==> src/hcrv_regs.vh <==
// Reset values and field layout of the host controller register fields.
// Assumes inclusion by the reset-value bank, its checker and its testbench.
`ifndef HCRV_REGS_VH
`define HCRV_REGS_VH

// Bus management fields
`define HCRV_BM_ID_W 6
`define HCRV_BM_ID_RST 6'h3f
`define HCRV_BW_W 13
`define HCRV_BW_RST 13'h1333
`define HCRV_CH_RST 32'hffff_ffff

// Configuration ROM header fields
`define HCRV_INFO_LEN_LSB 24
`define HCRV_CRC_LEN_LSB 16
`define HCRV_CRC_VAL_LSB 0
`define HCRV_LEN_RST 8'h00
`define HCRV_CRC_RST 16'h0000

// Unique identifier fields
`define HCRV_VENDOR_LSB 8
`define HCRV_SERIAL_HI_LSB 0
`define HCRV_VENDOR_RST 24'h00_0000
`define HCRV_SERIAL_HI_RST 8'h00
`define HCRV_SERIAL_LO_RST 32'h0000_0000

// Bus options fields, largest supported values
`define HCRV_MAX_REC_LSB 12
`define HCRV_MAX_REC_W 4
`define HCRV_MAX_REC_RST 4'ha
`define HCRV_LINK_SPD_LSB 0
`define HCRV_LINK_SPD_W 3
`define HCRV_LINK_SPD_RST 3'h2

// Controller control bits
`define HCRV_LINK_ON_BIT 17
`define HCRV_LPS_BIT 19
`define HCRV_CTL_BIT_RST 1'b0

`endif

==> src/hcrv_pin_sync.v <==
// Three-stage pin synchroniser with agreement filter.
// Assumes an asynchronous level input and the block clock i_clk.
`timescale 1ns/100ps

module hcrv_pin_sync (
  input wire i_clk,    // Block clock
  input wire i_rst_b,  // Synchronous reset, active low
  input wire i_pin,    // Raw pin level
  output reg o_level   // Filtered level
);

  reg meta_ff;
  reg s2_ff;
  reg s3_ff;

  ////////////////////////////////////////////////////////////////
  // Shift chain; level changes once stages two and three agree
  always @(posedge i_clk) begin
    if (!i_rst_b) begin
      meta_ff <= 1'b0;
      s2_ff <= 1'b0;
      s3_ff <= 1'b0;
      o_level <= 1'b0;
    end else begin
      meta_ff <= i_pin;
      s2_ff <= meta_ff;
      s3_ff <= s2_ff;
      if (s2_ff == s3_ff) begin
        o_level <= s3_ff;
      end
    end
  end

endmodule // hcrv_pin_sync

==> src/hcrv_reset_bank.v <==
// Host controller register fields with per-cause reset loading.
// Assumes register decode elsewhere drives write strobes and data on i_clk;
// the bus reset arrives as a level from the link, outside the clock domain.
//
// Contract
// - Three reset causes; each field either loads its own value or holds, per cause.
// - Bus reset leaves fields alone unless a bus value exists.
// - Bus manager id loads 3f on hardware and bus reset.
// - Bandwidth loads 1333 hex on hardware and bus reset.
// - Both channel masks load all ones on hardware and bus reset.
// - Hardware reset clears ROM header lengths and CRC; soft keeps lengths.
// - Hardware reset clears vendor and serial fields; soft reset keeps them.
// - Link on and power status bits clear on hardware and soft reset.
// - Hardware reset loads max receive and link speed maxima; soft keeps receive.
`timescale 1ns/100ps
`include "hcrv_regs.vh"

module hcrv_reset_bank (
  input wire i_clk,            // 10 MHz block clock
  input wire i_rst_b,          // Hardware reset, active low
  input wire i_soft_reset,     // Software reset pulse
  input wire i_bus_reset_pin,  // Bus reset level from the link
  input wire [31:0] i_wr_data, // Write data for all strobes
  input wire i_wr_bm_id,       // Write bus manager id
  input wire i_wr_bw,          // Write available bandwidth
  input wire i_wr_ch_hi,       // Write upper channel mask
  input wire i_wr_ch_lo,       // Write lower channel mask
  input wire i_wr_rom_hdr,     // Write config ROM header
  input wire i_wr_uid_hi,      // Write unique id upper word
  input wire i_wr_uid_lo,      // Write unique id lower word
  input wire i_wr_bus_opt,     // Write serial bus options
  input wire i_wr_ctl,         // Write controller control
  output reg [5:0] o_bus_manager_id,       // Bus manager id
  output reg [12:0] o_bandwidth_avail,     // Available bandwidth
  output reg [31:0] o_channels_avail_hi,   // Upper channel mask
  output reg [31:0] o_channels_avail_lo,   // Lower channel mask
  output reg [7:0] o_rom_info_length,      // ROM header info length
  output reg [7:0] o_rom_crc_length,       // ROM header CRC length
  output reg [15:0] o_rom_crc_value,       // ROM header CRC value
  output reg [23:0] o_node_vendor,         // Node vendor field
  output reg [7:0] o_part_serial_upper,    // Upper serial field
  output reg [31:0] o_part_serial_lower,   // Lower serial field
  output reg [3:0] o_max_receive,          // Max receive size code
  output reg [2:0] o_link_speed,           // Link speed code
  output reg o_link_on_bit,                // Link enable
  output reg o_link_power_status_bit,      // Link power status
  output reg o_bus_reset_event             // Bus reset taken, one pulse
);

  wire bus_level;
  reg bus_level_ff;
  wire bus_reset;
  wire wr_ok;
  reg [5:0] nxt_bus_manager_id;
  reg [12:0] nxt_bandwidth_avail;
  reg [31:0] nxt_channels_avail_hi;
  reg [31:0] nxt_channels_avail_lo;
  reg [7:0] nxt_rom_info_length;
  reg [7:0] nxt_rom_crc_length;
  reg [15:0] nxt_rom_crc_value;
  reg [23:0] nxt_node_vendor;
  reg [7:0] nxt_part_serial_upper;
  reg [31:0] nxt_part_serial_lower;
  reg [3:0] nxt_max_receive;
  reg [2:0] nxt_link_speed;
  reg nxt_link_on_bit;
  reg nxt_link_power_status_bit;

  ////////////////////////////////////////////////////////////////
  // Bus reset pin crossing and rising-edge event
  hcrv_pin_sync hcrv_pin_sync_i (
    .i_clk(i_clk),
    .i_rst_b(i_rst_b),
    .i_pin(i_bus_reset_pin),
    .o_level(bus_level)
  );

  always @(posedge i_clk) begin
    if (!i_rst_b) begin
      bus_level_ff <= 1'b0;
    end else begin
      bus_level_ff <= bus_level;
    end
  end

  assign bus_reset = bus_level & ~bus_level_ff;

  // Event pulse for the rest of the link logic
  always @(posedge i_clk) begin
    if (!i_rst_b) begin
      o_bus_reset_event <= 1'b0;
    end else begin
      o_bus_reset_event <= bus_reset;
    end
  end

  ////////////////////////////////////////////////////////////////
  // Writes are refused in every cycle that soft reset is high
  assign wr_ok = ~i_soft_reset;

  ////////////////////////////////////////////////////////////////
  // Bus management fields: hardware and bus reset load, soft reset holds
  // Next values; soft reset leaves them undefined, holding is one legal value
  always @* begin
    nxt_bus_manager_id = o_bus_manager_id;
    nxt_bandwidth_avail = o_bandwidth_avail;
    nxt_channels_avail_hi = o_channels_avail_hi;
    nxt_channels_avail_lo = o_channels_avail_lo;
    if (bus_reset) begin
      nxt_bus_manager_id = `HCRV_BM_ID_RST;
      nxt_bandwidth_avail = `HCRV_BW_RST;
      nxt_channels_avail_hi = `HCRV_CH_RST;
      nxt_channels_avail_lo = `HCRV_CH_RST;
    end else if (wr_ok) begin
      if (i_wr_bm_id) begin
        nxt_bus_manager_id = i_wr_data[5:0];
      end
      if (i_wr_bw) begin
        nxt_bandwidth_avail = i_wr_data[12:0];
      end
      if (i_wr_ch_hi) begin
        nxt_channels_avail_hi = i_wr_data;
      end
      if (i_wr_ch_lo) begin
        nxt_channels_avail_lo = i_wr_data;
      end
    end
  end

  // Hardware reset wins over bus reset and writes
  always @(posedge i_clk) begin
    if (!i_rst_b) begin
      o_bus_manager_id <= `HCRV_BM_ID_RST;
      o_bandwidth_avail <= `HCRV_BW_RST;
      o_channels_avail_hi <= `HCRV_CH_RST;
      o_channels_avail_lo <= `HCRV_CH_RST;
    end else begin
      o_bus_manager_id <= nxt_bus_manager_id;
      o_bandwidth_avail <= nxt_bandwidth_avail;
      o_channels_avail_hi <= nxt_channels_avail_hi;
      o_channels_avail_lo <= nxt_channels_avail_lo;
    end
  end

  ////////////////////////////////////////////////////////////////
  // Config ROM header: hardware reset only, bus reset has no value
  // Next values; bus reset is no term here, soft reset keeps the lengths
  always @* begin
    nxt_rom_info_length = o_rom_info_length;
    nxt_rom_crc_length = o_rom_crc_length;
    nxt_rom_crc_value = o_rom_crc_value;
    if (i_wr_rom_hdr && wr_ok) begin
      nxt_rom_info_length = i_wr_data[`HCRV_INFO_LEN_LSB+7:`HCRV_INFO_LEN_LSB];
      nxt_rom_crc_length = i_wr_data[`HCRV_CRC_LEN_LSB+7:`HCRV_CRC_LEN_LSB];
      nxt_rom_crc_value = i_wr_data[`HCRV_CRC_VAL_LSB+15:`HCRV_CRC_VAL_LSB];
    end
  end

  // Hardware reset clears lengths and CRC
  always @(posedge i_clk) begin
    if (!i_rst_b) begin
      o_rom_info_length <= `HCRV_LEN_RST;
      o_rom_crc_length <= `HCRV_LEN_RST;
      o_rom_crc_value <= `HCRV_CRC_RST;
    end else begin
      o_rom_info_length <= nxt_rom_info_length;
      o_rom_crc_length <= nxt_rom_crc_length;
      o_rom_crc_value <= nxt_rom_crc_value;
    end
  end

  ////////////////////////////////////////////////////////////////
  // Unique identifier: cleared by hardware reset only
  // Next values; neither bus nor soft reset touches them
  always @* begin
    nxt_node_vendor = o_node_vendor;
    nxt_part_serial_upper = o_part_serial_upper;
    nxt_part_serial_lower = o_part_serial_lower;
    if (i_wr_uid_hi && wr_ok) begin
      nxt_node_vendor = i_wr_data[`HCRV_VENDOR_LSB+23:`HCRV_VENDOR_LSB];
      nxt_part_serial_upper = i_wr_data[`HCRV_SERIAL_HI_LSB+7:`HCRV_SERIAL_HI_LSB];
    end
    if (i_wr_uid_lo && wr_ok) begin
      nxt_part_serial_lower = i_wr_data;
    end
  end

  // Hardware reset clears vendor and serial fields
  always @(posedge i_clk) begin
    if (!i_rst_b) begin
      o_node_vendor <= `HCRV_VENDOR_RST;
      o_part_serial_upper <= `HCRV_SERIAL_HI_RST;
      o_part_serial_lower <= `HCRV_SERIAL_LO_RST;
    end else begin
      o_node_vendor <= nxt_node_vendor;
      o_part_serial_upper <= nxt_part_serial_upper;
      o_part_serial_lower <= nxt_part_serial_lower;
    end
  end

  ////////////////////////////////////////////////////////////////
  // Bus options: maxima on hardware reset, link speed held on soft reset
  // Next values; bus reset has no value for these fields
  always @* begin
    nxt_max_receive = o_max_receive;
    nxt_link_speed = o_link_speed;
    if (i_wr_bus_opt && wr_ok) begin
      nxt_max_receive = i_wr_data[`HCRV_MAX_REC_LSB+`HCRV_MAX_REC_W-1:`HCRV_MAX_REC_LSB];
      nxt_link_speed = i_wr_data[`HCRV_LINK_SPD_LSB+`HCRV_LINK_SPD_W-1:`HCRV_LINK_SPD_LSB];
    end
  end

  // Hardware reset loads the supported maxima
  always @(posedge i_clk) begin
    if (!i_rst_b) begin
      o_max_receive <= `HCRV_MAX_REC_RST;
      o_link_speed <= `HCRV_LINK_SPD_RST;
    end else begin
      o_max_receive <= nxt_max_receive;
      o_link_speed <= nxt_link_speed;
    end
  end

  ////////////////////////////////////////////////////////////////
  // Controller control bits: cleared by hardware and soft reset
  // Next values; soft reset clears, bus reset leaves them alone
  always @* begin
    nxt_link_on_bit = o_link_on_bit;
    nxt_link_power_status_bit = o_link_power_status_bit;
    if (i_soft_reset) begin
      nxt_link_on_bit = `HCRV_CTL_BIT_RST;
      nxt_link_power_status_bit = `HCRV_CTL_BIT_RST;
    end else if (i_wr_ctl) begin
      nxt_link_on_bit = i_wr_data[`HCRV_LINK_ON_BIT];
      nxt_link_power_status_bit = i_wr_data[`HCRV_LPS_BIT];
    end
  end

  // Hardware reset clears both bits
  always @(posedge i_clk) begin
    if (!i_rst_b) begin
      o_link_on_bit <= `HCRV_CTL_BIT_RST;
      o_link_power_status_bit <= `HCRV_CTL_BIT_RST;
    end else begin
      o_link_on_bit <= nxt_link_on_bit;
      o_link_power_status_bit <= nxt_link_power_status_bit;
    end
  end

endmodule // hcrv_reset_bank

==> config.mk <==
export PLATFORM = sky130hd
export DESIGN_NAME = hcrv_reset_bank
export DESIGN_NICKNAME = d
export VERILOG_FILES = /design/src/hcrv_pin_sync.v /design/src/hcrv_reset_bank.v
export VERILOG_INCLUDE_DIRS = /design/src
export SDC_FILE = /design/constraint.sdc
export NUM_CORES = 1
export LEC_CHECK = 0
export ABC_AREA = 1
export BUFFER_PORTS_ARGS = -buffer_cell sky130_fd_sc_hd__buf_2
export CAP_MARGIN = 20
export CORE_MARGIN = 2
export CORE_UTILIZATION = 54
export DETAILED_ROUTE_END_ITERATION = 8
export PLACE_DENSITY = 0.84
export SKIP_CTS_REPAIR_TIMING = 1
export SLEW_MARGIN = 20
export SYNTH_ARGS = -nofsm -noshare
export SYNTH_HDL_FRONTEND = slang
export SYNTH_SLANG_ARGS = --single-unit
==> constraint.sdc <==
create_clock -name i_clk -period 3.08 [get_ports i_clk]
set_clock_uncertainty 0.2 [all_clocks]
set_input_delay 0.462 -clock i_clk [delete_from_list [all_inputs] [get_ports i_clk]]
set_output_delay 0.462 -clock i_clk [all_outputs]
set_load 0.02 [all_outputs]
==> metrics, run 1 <==
status=complete, no violations; Post-Synth XOR/XNOR Area=0%; synthesized instance count=around 1000; grt total ovfl=0; Tmin final=around 1.8 ns; clk buf depth=2; Synth Area in Simple Gates=38.5%; Final TNS setup=0 ns; Ports=between 200 and 250; largest family of logic cells by synthesized area=simple AND/OR/NAND/NOR gates; Worst Path Required=about 3.1 ns; Leak=4.66 nW; count of final max-slew check failures=0; H-tree depth=4; Initial Utilization=a little over half; CTS Buf Count=17; Seq cells post-synth=194; global-route wire length before repair=31800 µm; layout net count=~1200; RSZ-0062 raised after global routing=no; initial antenna violation count=0; drc violations=0; Mean Syn Cell Area=7.26 µm²; wire per inst=between 10 and 15 µm; CP dominant cell by count=buf_4; HPWL reported at the end of detailed placement=between 10000 and 15000 µm; Antenna Cells=0; Worst Hold Slack=0.0309 ns; Max Clk Rate=553 MHz; Die ar.=roughly 14000 µm²; vias in the first global route=6363; Vias=approximately 7000; crit end category=register; multiplexer share of the synthesized area=0%; Worst IR Drop VDD=~0.7 mV; FP Rows=42; core area=13200 µm²; Vias/cell=slightly above 5; Worst Path Class, Setup=primary input to register; max_cap viols=0; max_slew headroom=between 40 and 50%; Syn Std Cell Area=7250 µm²; PortBufs=roughly 230; CP max stage delay=0.59 ns; crit path max-delay cell type=buf_4; Primary FF master, synth=dfxtp_1; Ys Warns=0; 1st-iter DRT viols=721; Hold Crit Class=primary input to register; crit path DAT=about 1.9 ns; CTS tree=yes; post-synthesis compound-gate area fraction=0.621%; final WL=a little over 20000 µm; number of synthesized flops with an enable pin=0; Clock Tree Root=clkbuf_16; Setup crit start kind=primary input; Final Util=roughly 70%; Top delay family on crit path=buffers and inverters; final number of hold-violating endpoints=0; Worst-Margin Slew=0.752 ns; Async SR Flop Fraction=0%; die width=around 120 µm; Die Height=120 µm; register area share after synthesis=between 50% and 60%; Register Area=between 3000 and 4000 µm²; area of the multi-input gates=roughly 2800 µm²; post-synthesis cell type count=15; clock net sink count=around 190; Area growth syn-to-layout=23.8%; CP bufs+invs=3; Mapped Nets=about 1000; Worst Path Max Fanout=77; Placer Congestion=0.794; adder-cell share of the synthesized area=0%; Final period util=roughly three fifths; drt first pass iters=7; Final setup viols=0; Filler Cell Count=around 1100; Worst-Skew Late Latency=0.42 ns; pin count of the biggest net entering global routing=between 100 and 150; CTS clk-pin slew, worst paths=~0.070 ns; share of layout cells above drive strength 1=approximately a quarter; Antenna Violating Nets Remaining=0; crit path cell chain=buf_4, nand2_2, inv_2, buf_4, nand3_1; power density cells=approximately 650 nW/µm²; global-route usage over all layers=28.1%
[registers in the layout (all words and copies together), names as in the netlist, 3 cells and up]
signal and count:
o_bandwidth_avail 13, o_rom_info_length 8, o_part_serial_lower 32, o_bus_manager_id 6
o_max_receive 4, o_channels_avail_hi 32, o_node_vendor 24, o_rom_crc_length 8
o_channels_avail_lo 32, o_part_serial_upper 8, o_rom_crc_value 16, o_link_speed 3
[metrics by stage]
stage          power [W]  instances  instance area [µm²]  worst slack (ns)
6_report         0.00583       1381                 8980              1.27
3_5_place_dp     0.00367       1351                 8400             0.864
5_1_grt          0.00605       1381                 8980              1.17
3_3_place_gp     0.00365       1351                 8400             0.931
4_1_cts          0.00585       1381                 8980              1.32
2_1_floorplan    0.00337        999                 7250              1.62
[cell type report]
type	instances	area share, %
Inverter	50	2.10
Clock inverter	9	1.46
Timing Repair Buffer	244	14.1
Multi-Input combinational cell	687	31.6
Tap cell	176	2.45
Sequential cell	194	43.3
Clock buffer	21	5.02
[tightest hold or removal path, delay by kind of cell]
kind / cells / cell delay, ns
simple gates: 1 / 0.05
buf+inv: 2 / 0.12
[path summary, 6_finish.rpt]
check | slack, ns | start | to | cells after the start
worst max-delay path | 1.27 | i_rst_b | o_channels_avail_lo[21] | 5
worst min-delay path | 0.03 | i_bus_reset_pin | hcrv_pin_sync_i.meta_ff | 3
worst max register to register | 1.32 | bus_level_ff | o_channels_avail_lo[21] | 6
worst min register to register | 0.21 | hcrv_pin_sync_i.meta_ff | hcrv_pin_sync_i.s2_ff | 2
[cell usage after synthesis, types with 2 or more instances]
cell     instances  area, µm²
buf_2           41        205
buf_4            9       67.6
nand2_1        282       1060
nor2_2           3       18.8
buf_1           16       60.1
inv_1           47        176
nand3_1        186        931
dfxtp_1        194       3880
inv_2            3       11.3
nand2_2          2       12.5
a21oi_1          8       40.0
nor2_1         205        769
[logic make-up (layout without fill, tap and decap cells)]
family	Yosys count	count (layout)
compound gates	9	9
buf+inv	118	324
flops	194	194
simple gates	678	678
[report_power, final]
part           total, W  internal, W  switching, W
Clock           0.00220      0.00129      0.000914
Sequential      0.00276      0.00267     0.0000853
Combinational  0.000864     0.000270      0.000595
[cells in the final DEF (no fill, tap or decap), drive strengths merged]
cell,synthesis,final
nand2,284,284
nand3,186,186
o21ai,1,1
a21oi,8,8
inv,50,50
clkbuf,1,21
dfxtp,194,194
buf,67,244
clkinvlp,0,3
nor2,208,208
bufinv,0,3
clkinv,0,3
[metal layers]
metal / part of all wire, % / vias up / global-route usage [%]
li1: - / 3494 / -
met5: 0 / - / 0
met2: 49 / 295 / 47.3
met1: 40 / 3160 / 33.9
met3: 7.7 / 41 / 7.89
met4: 2.6 / 0 / 11.1
Note: power is estimated with default switching activity, not from simulation.
==> inputs of run 2 (changes only) <==
Settings changed: ABC_AREA 1 to 0, CORE_UTILIZATION 54 to 45, PLACE_DENSITY 0.84 to 0.75.
Clock period 3.08 ns to 1.6 ns, I/O delays scaled along.
==> run 2 against run 1 <==
Effect of this change: synthesized cell count is 15% lower; setup slack worse by 1.3 ns; cell count is 5.9% lower; the run now ends with setup timing left; wire length is 7.9% higher; final area is 4.7% higher; power is 84% higher; clock-buffer cell count is 2 higher; sequential share of layout area is 1.9 points lower; critical endpoint is now o_link_power_status_bit; non-clock buffer count is 51 higher.
==> metrics, run 2 <==
Worst IR Drop VDD=0.732 mV (+3.2%); post-layout power=0.0107 W (+84%); Setup crit start kind=primary input; post-synthesis cell type count=23 (+8); Async SR Flop Fraction=0% (unchanged); layout net count=1144 (-7.7%); Antenna Violating Nets Remaining=0 (unchanged); CTS Buf Count=17 (unchanged); synthesized instance count=846 (-15%); CTS clk-pin slew, worst paths=0.07 ns (about the same); Post-Synth XOR/XNOR Area=0% (unchanged); Max Clk Rate=between 600 and 700 MHz; Initial Utilization=46.1% (-8.9 points); CP max stage delay=0.59 ns (about the same); Filler Cell Count=1321 (+17%); Die Height=129 µm (+7.4%); multiplexer share of the synthesized area=0.286% (+0.29 points); post-synthesis compound-gate area fraction=11.6% (+11 points); Top Metal Used=met4; grt total ovfl=0 (unchanged); Worst Path Required=1.71 ns (-1.43 ns); Worst-Skew Late Latency=0.42 ns (about the same); Post-Place Setup Slack=-0.0951 ns (-0.959 ns); Clock Tree Root=clkbuf_16; drt first pass iters=6 (-1); FP Rows=45 (+7.1%); Top Registers=o_channels_avail_hi x32, o_channels_avail_lo x32, o_part_serial_lower x32; Non-Filler Instances=1299 (-5.9%); Vias/cell=5.07 (+0.26%); Synth Area in Simple Gates=28.0% (-10 points); max_slew headroom=34.2% (-16 points); core area=15200 µm² (+15%); post-synth top area share=55.4% (+1.9 points); number of synthesized flops with an enable pin=0 (unchanged); Top delay family on crit path=buffers and inverters; Ys Warns=0 (unchanged); commonest non-fill, non-tap cell in the layout=nand2_1; area leader, netlist=dfxtp_1; die width=129 µm (+7.4%); largest family of logic cells by synthesized area=simple AND/OR/NAND/NOR gates; global-route wire length before repair=32400 µm (+1.8%); drc violations=0 (unchanged); Final setup viols=1 (+1); crit path max-delay cell type=dlygate4sd3_1; H-tree depth=4 (unchanged); final WL=21700 µm (+7.9%); CP bufs+invs=3 (unchanged); Primary FF master, synth=dfxtp_1; Antenna Cells=0 (unchanged); Hold Crit Class=primary input to register; Worst-Margin Slew=0.985 ns (+0.232 ns); Worst Path Class, Setup=primary input to register; worst setup slack after layout=-0.0246 ns (-1.29 ns); final number of hold-violating endpoints=0 (unchanged); Final period util=102%; status=complete, but fails checks; CP dominant cell by count=dlygate4sd3_1; wire per inst=16.7 µm (+15%); Area growth syn-to-layout=34.2%; 1st-iter DRT viols=526 (-27%); share of layout cells above drive strength 1=27.2% (+3.9 points); clock net sink count=194 (unchanged); Syn Std Cell Area=7010 µm² (-3.4%); Worst Path Max Fanout=2 (-97%); pin count of the biggest net entering global routing=83 (-24%); Commonest cells post-synth=nand2_1, dfxtp_1, nand3_1, a21boi_0, a21boi_1; failing checks=setup timing; Vias=6592 (-5.7%); Placer Congestion=0.834 (+5.0%); met3 routed WL=1510 µm (-2.6%); Ports=234 (unchanged); global-route usage over all layers=25.4% (-2.7 points); Seq cells post-synth=194 (unchanged); main area contributors after synthesis=dfxtp_1, nand2_1, a21boi_0; adder-cell share of the synthesized area=0% (unchanged); count of final max-slew check failures=0 (unchanged); WL met2=10100 µm (+1.6%); Final Cell Area=9400 µm² (+4.7%); clk buf depth=2 (unchanged); crit end category=register; crit path cell chain=dlygate4sd3_1, buf_2, mux2i_1, dlygate4sd3_1, nor2_1; vias in the first global route=5898 (-7.3%); CTS tree=yes; HPWL reported at the end of detailed placement=14500 µm (+5.2%); Worst Hold Slack=0.0149 ns (-0.0160 ns); power density cells=1140 nW/µm² (+76%); # placed instances=1234 (-8.7%); max_cap viols=0 (unchanged); register area share after synthesis=55.4% (+1.9 points); placed inst area=8520 µm² (+1.4%); count leader, synth=nand2_1; commonest cells after routing, fill and taps aside=nand2_1, buf_2, dfxtp_1; Mapped Nets=891 (-15%); crit path DAT=1.74 ns (-0.13 ns); Die ar.=16600 µm² (+15%); Leak=4.36 nW (-6.5%); PortBufs=233 (unchanged); Tmin final=1.62 ns; Mean Syn Cell Area=8.28 µm² (+14%); wl on met1=9500 µm (+17%); initial antenna violation count=0 (unchanged)
run 2: cell types whose count changed after synthesis, moves of 15 or more:
cell,delta
nand3_1,-106
nor2_1,-203
buf_1,-15
clkbuf_1,+19
inv_1,-45
nand2_1,+91
a21boi_0,+58
a21boi_1,+43
run 2: logic make-up after synthesis:
group / Yosys count
simple gates: 477
flops: 194
mux: 2
buf+inv: 63
compound gates: 110
run 2: worst paths after layout:
check                     startpoint                      end  slack (ns)  depth (start not counted)
min                     i_wr_data[1]       o_rom_crc_value[1]        0.01                          3
min reg2reg  hcrv_pin_sync_i.meta_ff    hcrv_pin_sync_i.s2_ff        0.24                          1
max                         i_wr_ctl  o_link_power_status_bit       -0.02                          5
max reg2reg             bus_level_ff  o_channels_avail_hi[16]        0.22                          4
run 2: stage by stage:
stage	TNS (ns)	util, %
global route	-0.0374	61.8
floorplan	0	-
detailed placement	-2.53	56.0
finish	-0.0246	61.8
global placement	-0.797	56.0
CTS	0	59.6
run 2: routing by layer:
metal	track usage, %	vias to the layer above
li1	-	3204
met1	34.1	3082
met2	39.6	267
met3	5.86	39
met4	10.5	0
met5	0	-
run 2: worst register-to-register path, cell delays in order, from the launching register on:
cell	delay [ns]
dfxtp_1	0.35
inv_1	0.09
a21boi_4	0.23
buf_12	0.25
nand3_1	0.14
run 2: cell type report:
| class | instances | area, µm² | area share [%] |
|---|---|---|---|
| clock buffer | 23 | 488 | 5.19 |
| clock inverter | 8 | 52.6 | 0.559 |
| inverter | 2 | 7.51 | 0.0799 |
| multi-input combinational | 589 | 2840 | 30.2 |
| sequential | 194 | 3880 | 41.3 |
| tap | 188 | 235 | 2.50 |
| timing repair buffer | 295 | 1890 | 20.1 |
run 2: where the power goes:
group | leakage [nW] | internal [W] | total, W | switching, W
clock | 0.266 | 0.00215 | 0.00394 | 0.00179
combinational | 2.49 | 0.000573 | 0.00156 | 0.000988
sequential | 1.59 | 0.00509 | 0.00522 | 0.000128
==> inputs of run 3 (changes only) <==
Settings changed: ABC_AREA 0 to 1, CORE_UTILIZATION 45 to 46, PLACE_DENSITY 0.75 to 0.76.
==> run 3 against run 2 <==
Effect of this change: the run now ends clean; combinational power increased by 17%; wire length decreased by 0.91%; maximum frequency up 5.9%; core utilization increased by 1.4 points; clock-buffer cell count shrank 2; final area grew 3.0%; via count increased by 10%; non-clock buffer count grew 4; flip-flop and latch count is the same; cell count rose by 13%; critical path depth stayed put; highest routed layer unchanged.
==> metrics, run 3 (synthesis gave the netlist of run 1 again) <==
status=complete, no violations; share of layout cells above drive strength 1=24.0% (-3.2 points); Leak=4.95 nW (+14%); worst setup slack after layout=0.0664 ns (+0.0910 ns); Tmin final=1.53 ns (-0.0910 ns); CTS tree=yes; grt total ovfl=0 (unchanged); crit end category=register; drc violations=0 (unchanged); global-route usage over all layers=24.9% (-0.55 points); drt first pass iters=5 (-1); final number of hold-violating endpoints=0 (unchanged); Worst-Skew Late Latency=0.42 ns (about the same); post-layout power=0.0114 W (+6.6%); Gate power share=16.0% (+1.4 points); Clock Tree Root=clkbuf_16; Worst Path Class, Setup=primary input to register; layout net count=1294 (+13%); initial antenna violation count=0 (unchanged); HPWL reported at the end of detailed placement=15100 µm (+3.9%); Vias=7260 (+10%); sequential power share=46.5% (-2.2 points); Vias/cell=4.93 (-2.9%); clk buf depth=2 (unchanged); Hold Crit Class=primary input to register; wire per inst=14.6 µm (-13%); Worst Hold Slack=0.00882 ns (-0.00606 ns); final WL=21500 µm (-0.91%); PortBufs=233 (unchanged); Placer Congestion=0.824 (-1.2%); global-route wire length before repair=32800 µm (+1.3%); crit path DAT=1.69 ns (-0.05 ns); switching share of power=28.0% (+0.89 points); Initial Utilization=47.4% (+1.3 points); clock net sink count=194 (unchanged); Internal=0.00822 W (+5.3%); Final setup viols=0 (-1); cell depth of the worst min-delay path=3 (unchanged); Final period util=95.8% (-5.7 points); count of final max-slew check failures=0 (unchanged); core area=15300 µm² (+0.74%); CTS Buf Count=17 (unchanged); Antenna Cells=0 (unchanged); Max Clk Rate=652 MHz (+5.9%); 1st-iter DRT viols=463 (-12%); clock network power share=37.6% (+0.9 points); Die Height=130 µm (+0.63%); worst r2r path cells=6 (+2); commonest cells after routing, fill and taps aside=nand2_1, buf_2, nor2_1; CTS clk-pin slew, worst paths=0.07 ns (about the same); pin count of the biggest net entering global routing=61 (-27%); H-tree depth=4 (unchanged); Setup crit start kind=primary input; Worst Path Max Fanout=4 (+2); FP Rows=45 (unchanged); Worst IR Drop VDD=0.698 mV (-4.7%); Worst-Margin Slew=0.370 ns (-0.615 ns); vias in the first global route=6417 (+8.8%); Ports=234 (unchanged); Post-Place Setup Slack=0.137 ns (+0.233 ns); max_cap viols=0 (unchanged); switching power=0.00320 W (+10%); Antenna Violating Nets Remaining=0 (unchanged); Worst Path Required=1.75 ns (+0.04 ns); die width=130 µm (+0.63%); Area growth syn-to-layout=33.4%; Filler Cell Count=1382 (+4.6%); Top Registers=o_channels_avail_hi x32, o_channels_avail_lo x32, o_part_serial_lower x32; power density cells=1180 nW/µm² (+3.5%); Die ar.=16800 µm² (+1.3%); flop-to-flop setup slack=0.17 ns (-0.05 ns); Final TNS setup=0 ns (+0.0246 ns); commonest non-fill, non-tap cell in the layout=nand2_1; max_slew headroom=75.3% (+41 points)
run 3: changes by cell type in the layout (fill, tap and decap cells not counted), sizes merged, moves of 3 or more:
cell / previous run / this run
nand2b: 9 / 0
inv: 4 / 51
a21boi: 102 / 0
nand3: 80 / 186
nor2: 2 / 208
dlygate4sd3: 34 / 37
nand2: 373 / 284
and2: 5 / 0
nor2b: 8 / 0
run 3: metal layers:
metal | global-route usage, % | routed length (µm) | up-vias
met5 | 0 | 0 | -
met4 | 8.86 | 546 | 0
met3 | 7.06 | 1560 | 39
met2 | 41.6 | 10500 | 272
met1 | 30.7 | 8870 | 3341
li1 | - | - | 3608
run 3: cell type report:
type / count / area [µm²] / area share (%)
clock buffers: 21 / 470 / 4.86
multi-input cells: 687 / 2840 / 29.3
flip-flops and latches: 194 / 3880 / 40.1
repair buffers: 299 / 1910 / 19.7
well taps: 211 / 264 / 2.73
clock inverters: 11 / 126 / 1.31
inverters: 50 / 189 / 1.95
run 3: worst max-delay path, stage by stage:
cell,delay [ns]
dlygate4sd3_1,0.52
buf_2,0.16
nand2_1,0.07
dlygate4sd3_1,0.56
a21oi_1,0.14
run 3: metrics by stage:
stage               instance area (µm²)  utilization (%)  cells
finish                             9680             63.2   1473
global route                       9680             63.2   1473
CTS                                9310             60.8   1436
detailed placement                 8710             56.9   1404
global placement                   8710             56.9   1404
floorplan                          7250                -    999
run 3: power groups by stage:
stage | registers, W | logic [W] | clock network, W
floorplan | 0.00578 | 0.000718 | 0
global placement | 0.00540 | 0.00172 | 0
detailed placement | 0.00541 | 0.00175 | 0
CTS | 0.00531 | 0.00176 | 0.00433
global route | 0.00534 | 0.00200 | 0.00455
finish | 0.00531 | 0.00182 | 0.00429
run 3: final timing paths:
check	from	to
worst max-delay path	i_wr_data[17]	o_link_on_bit
worst min-delay path	i_rst_b	o_bandwidth_avail[2]
worst max register to register	bus_level_ff	o_channels_avail_lo[26]
worst min register to register	bus_level_ff	o_bus_reset_event
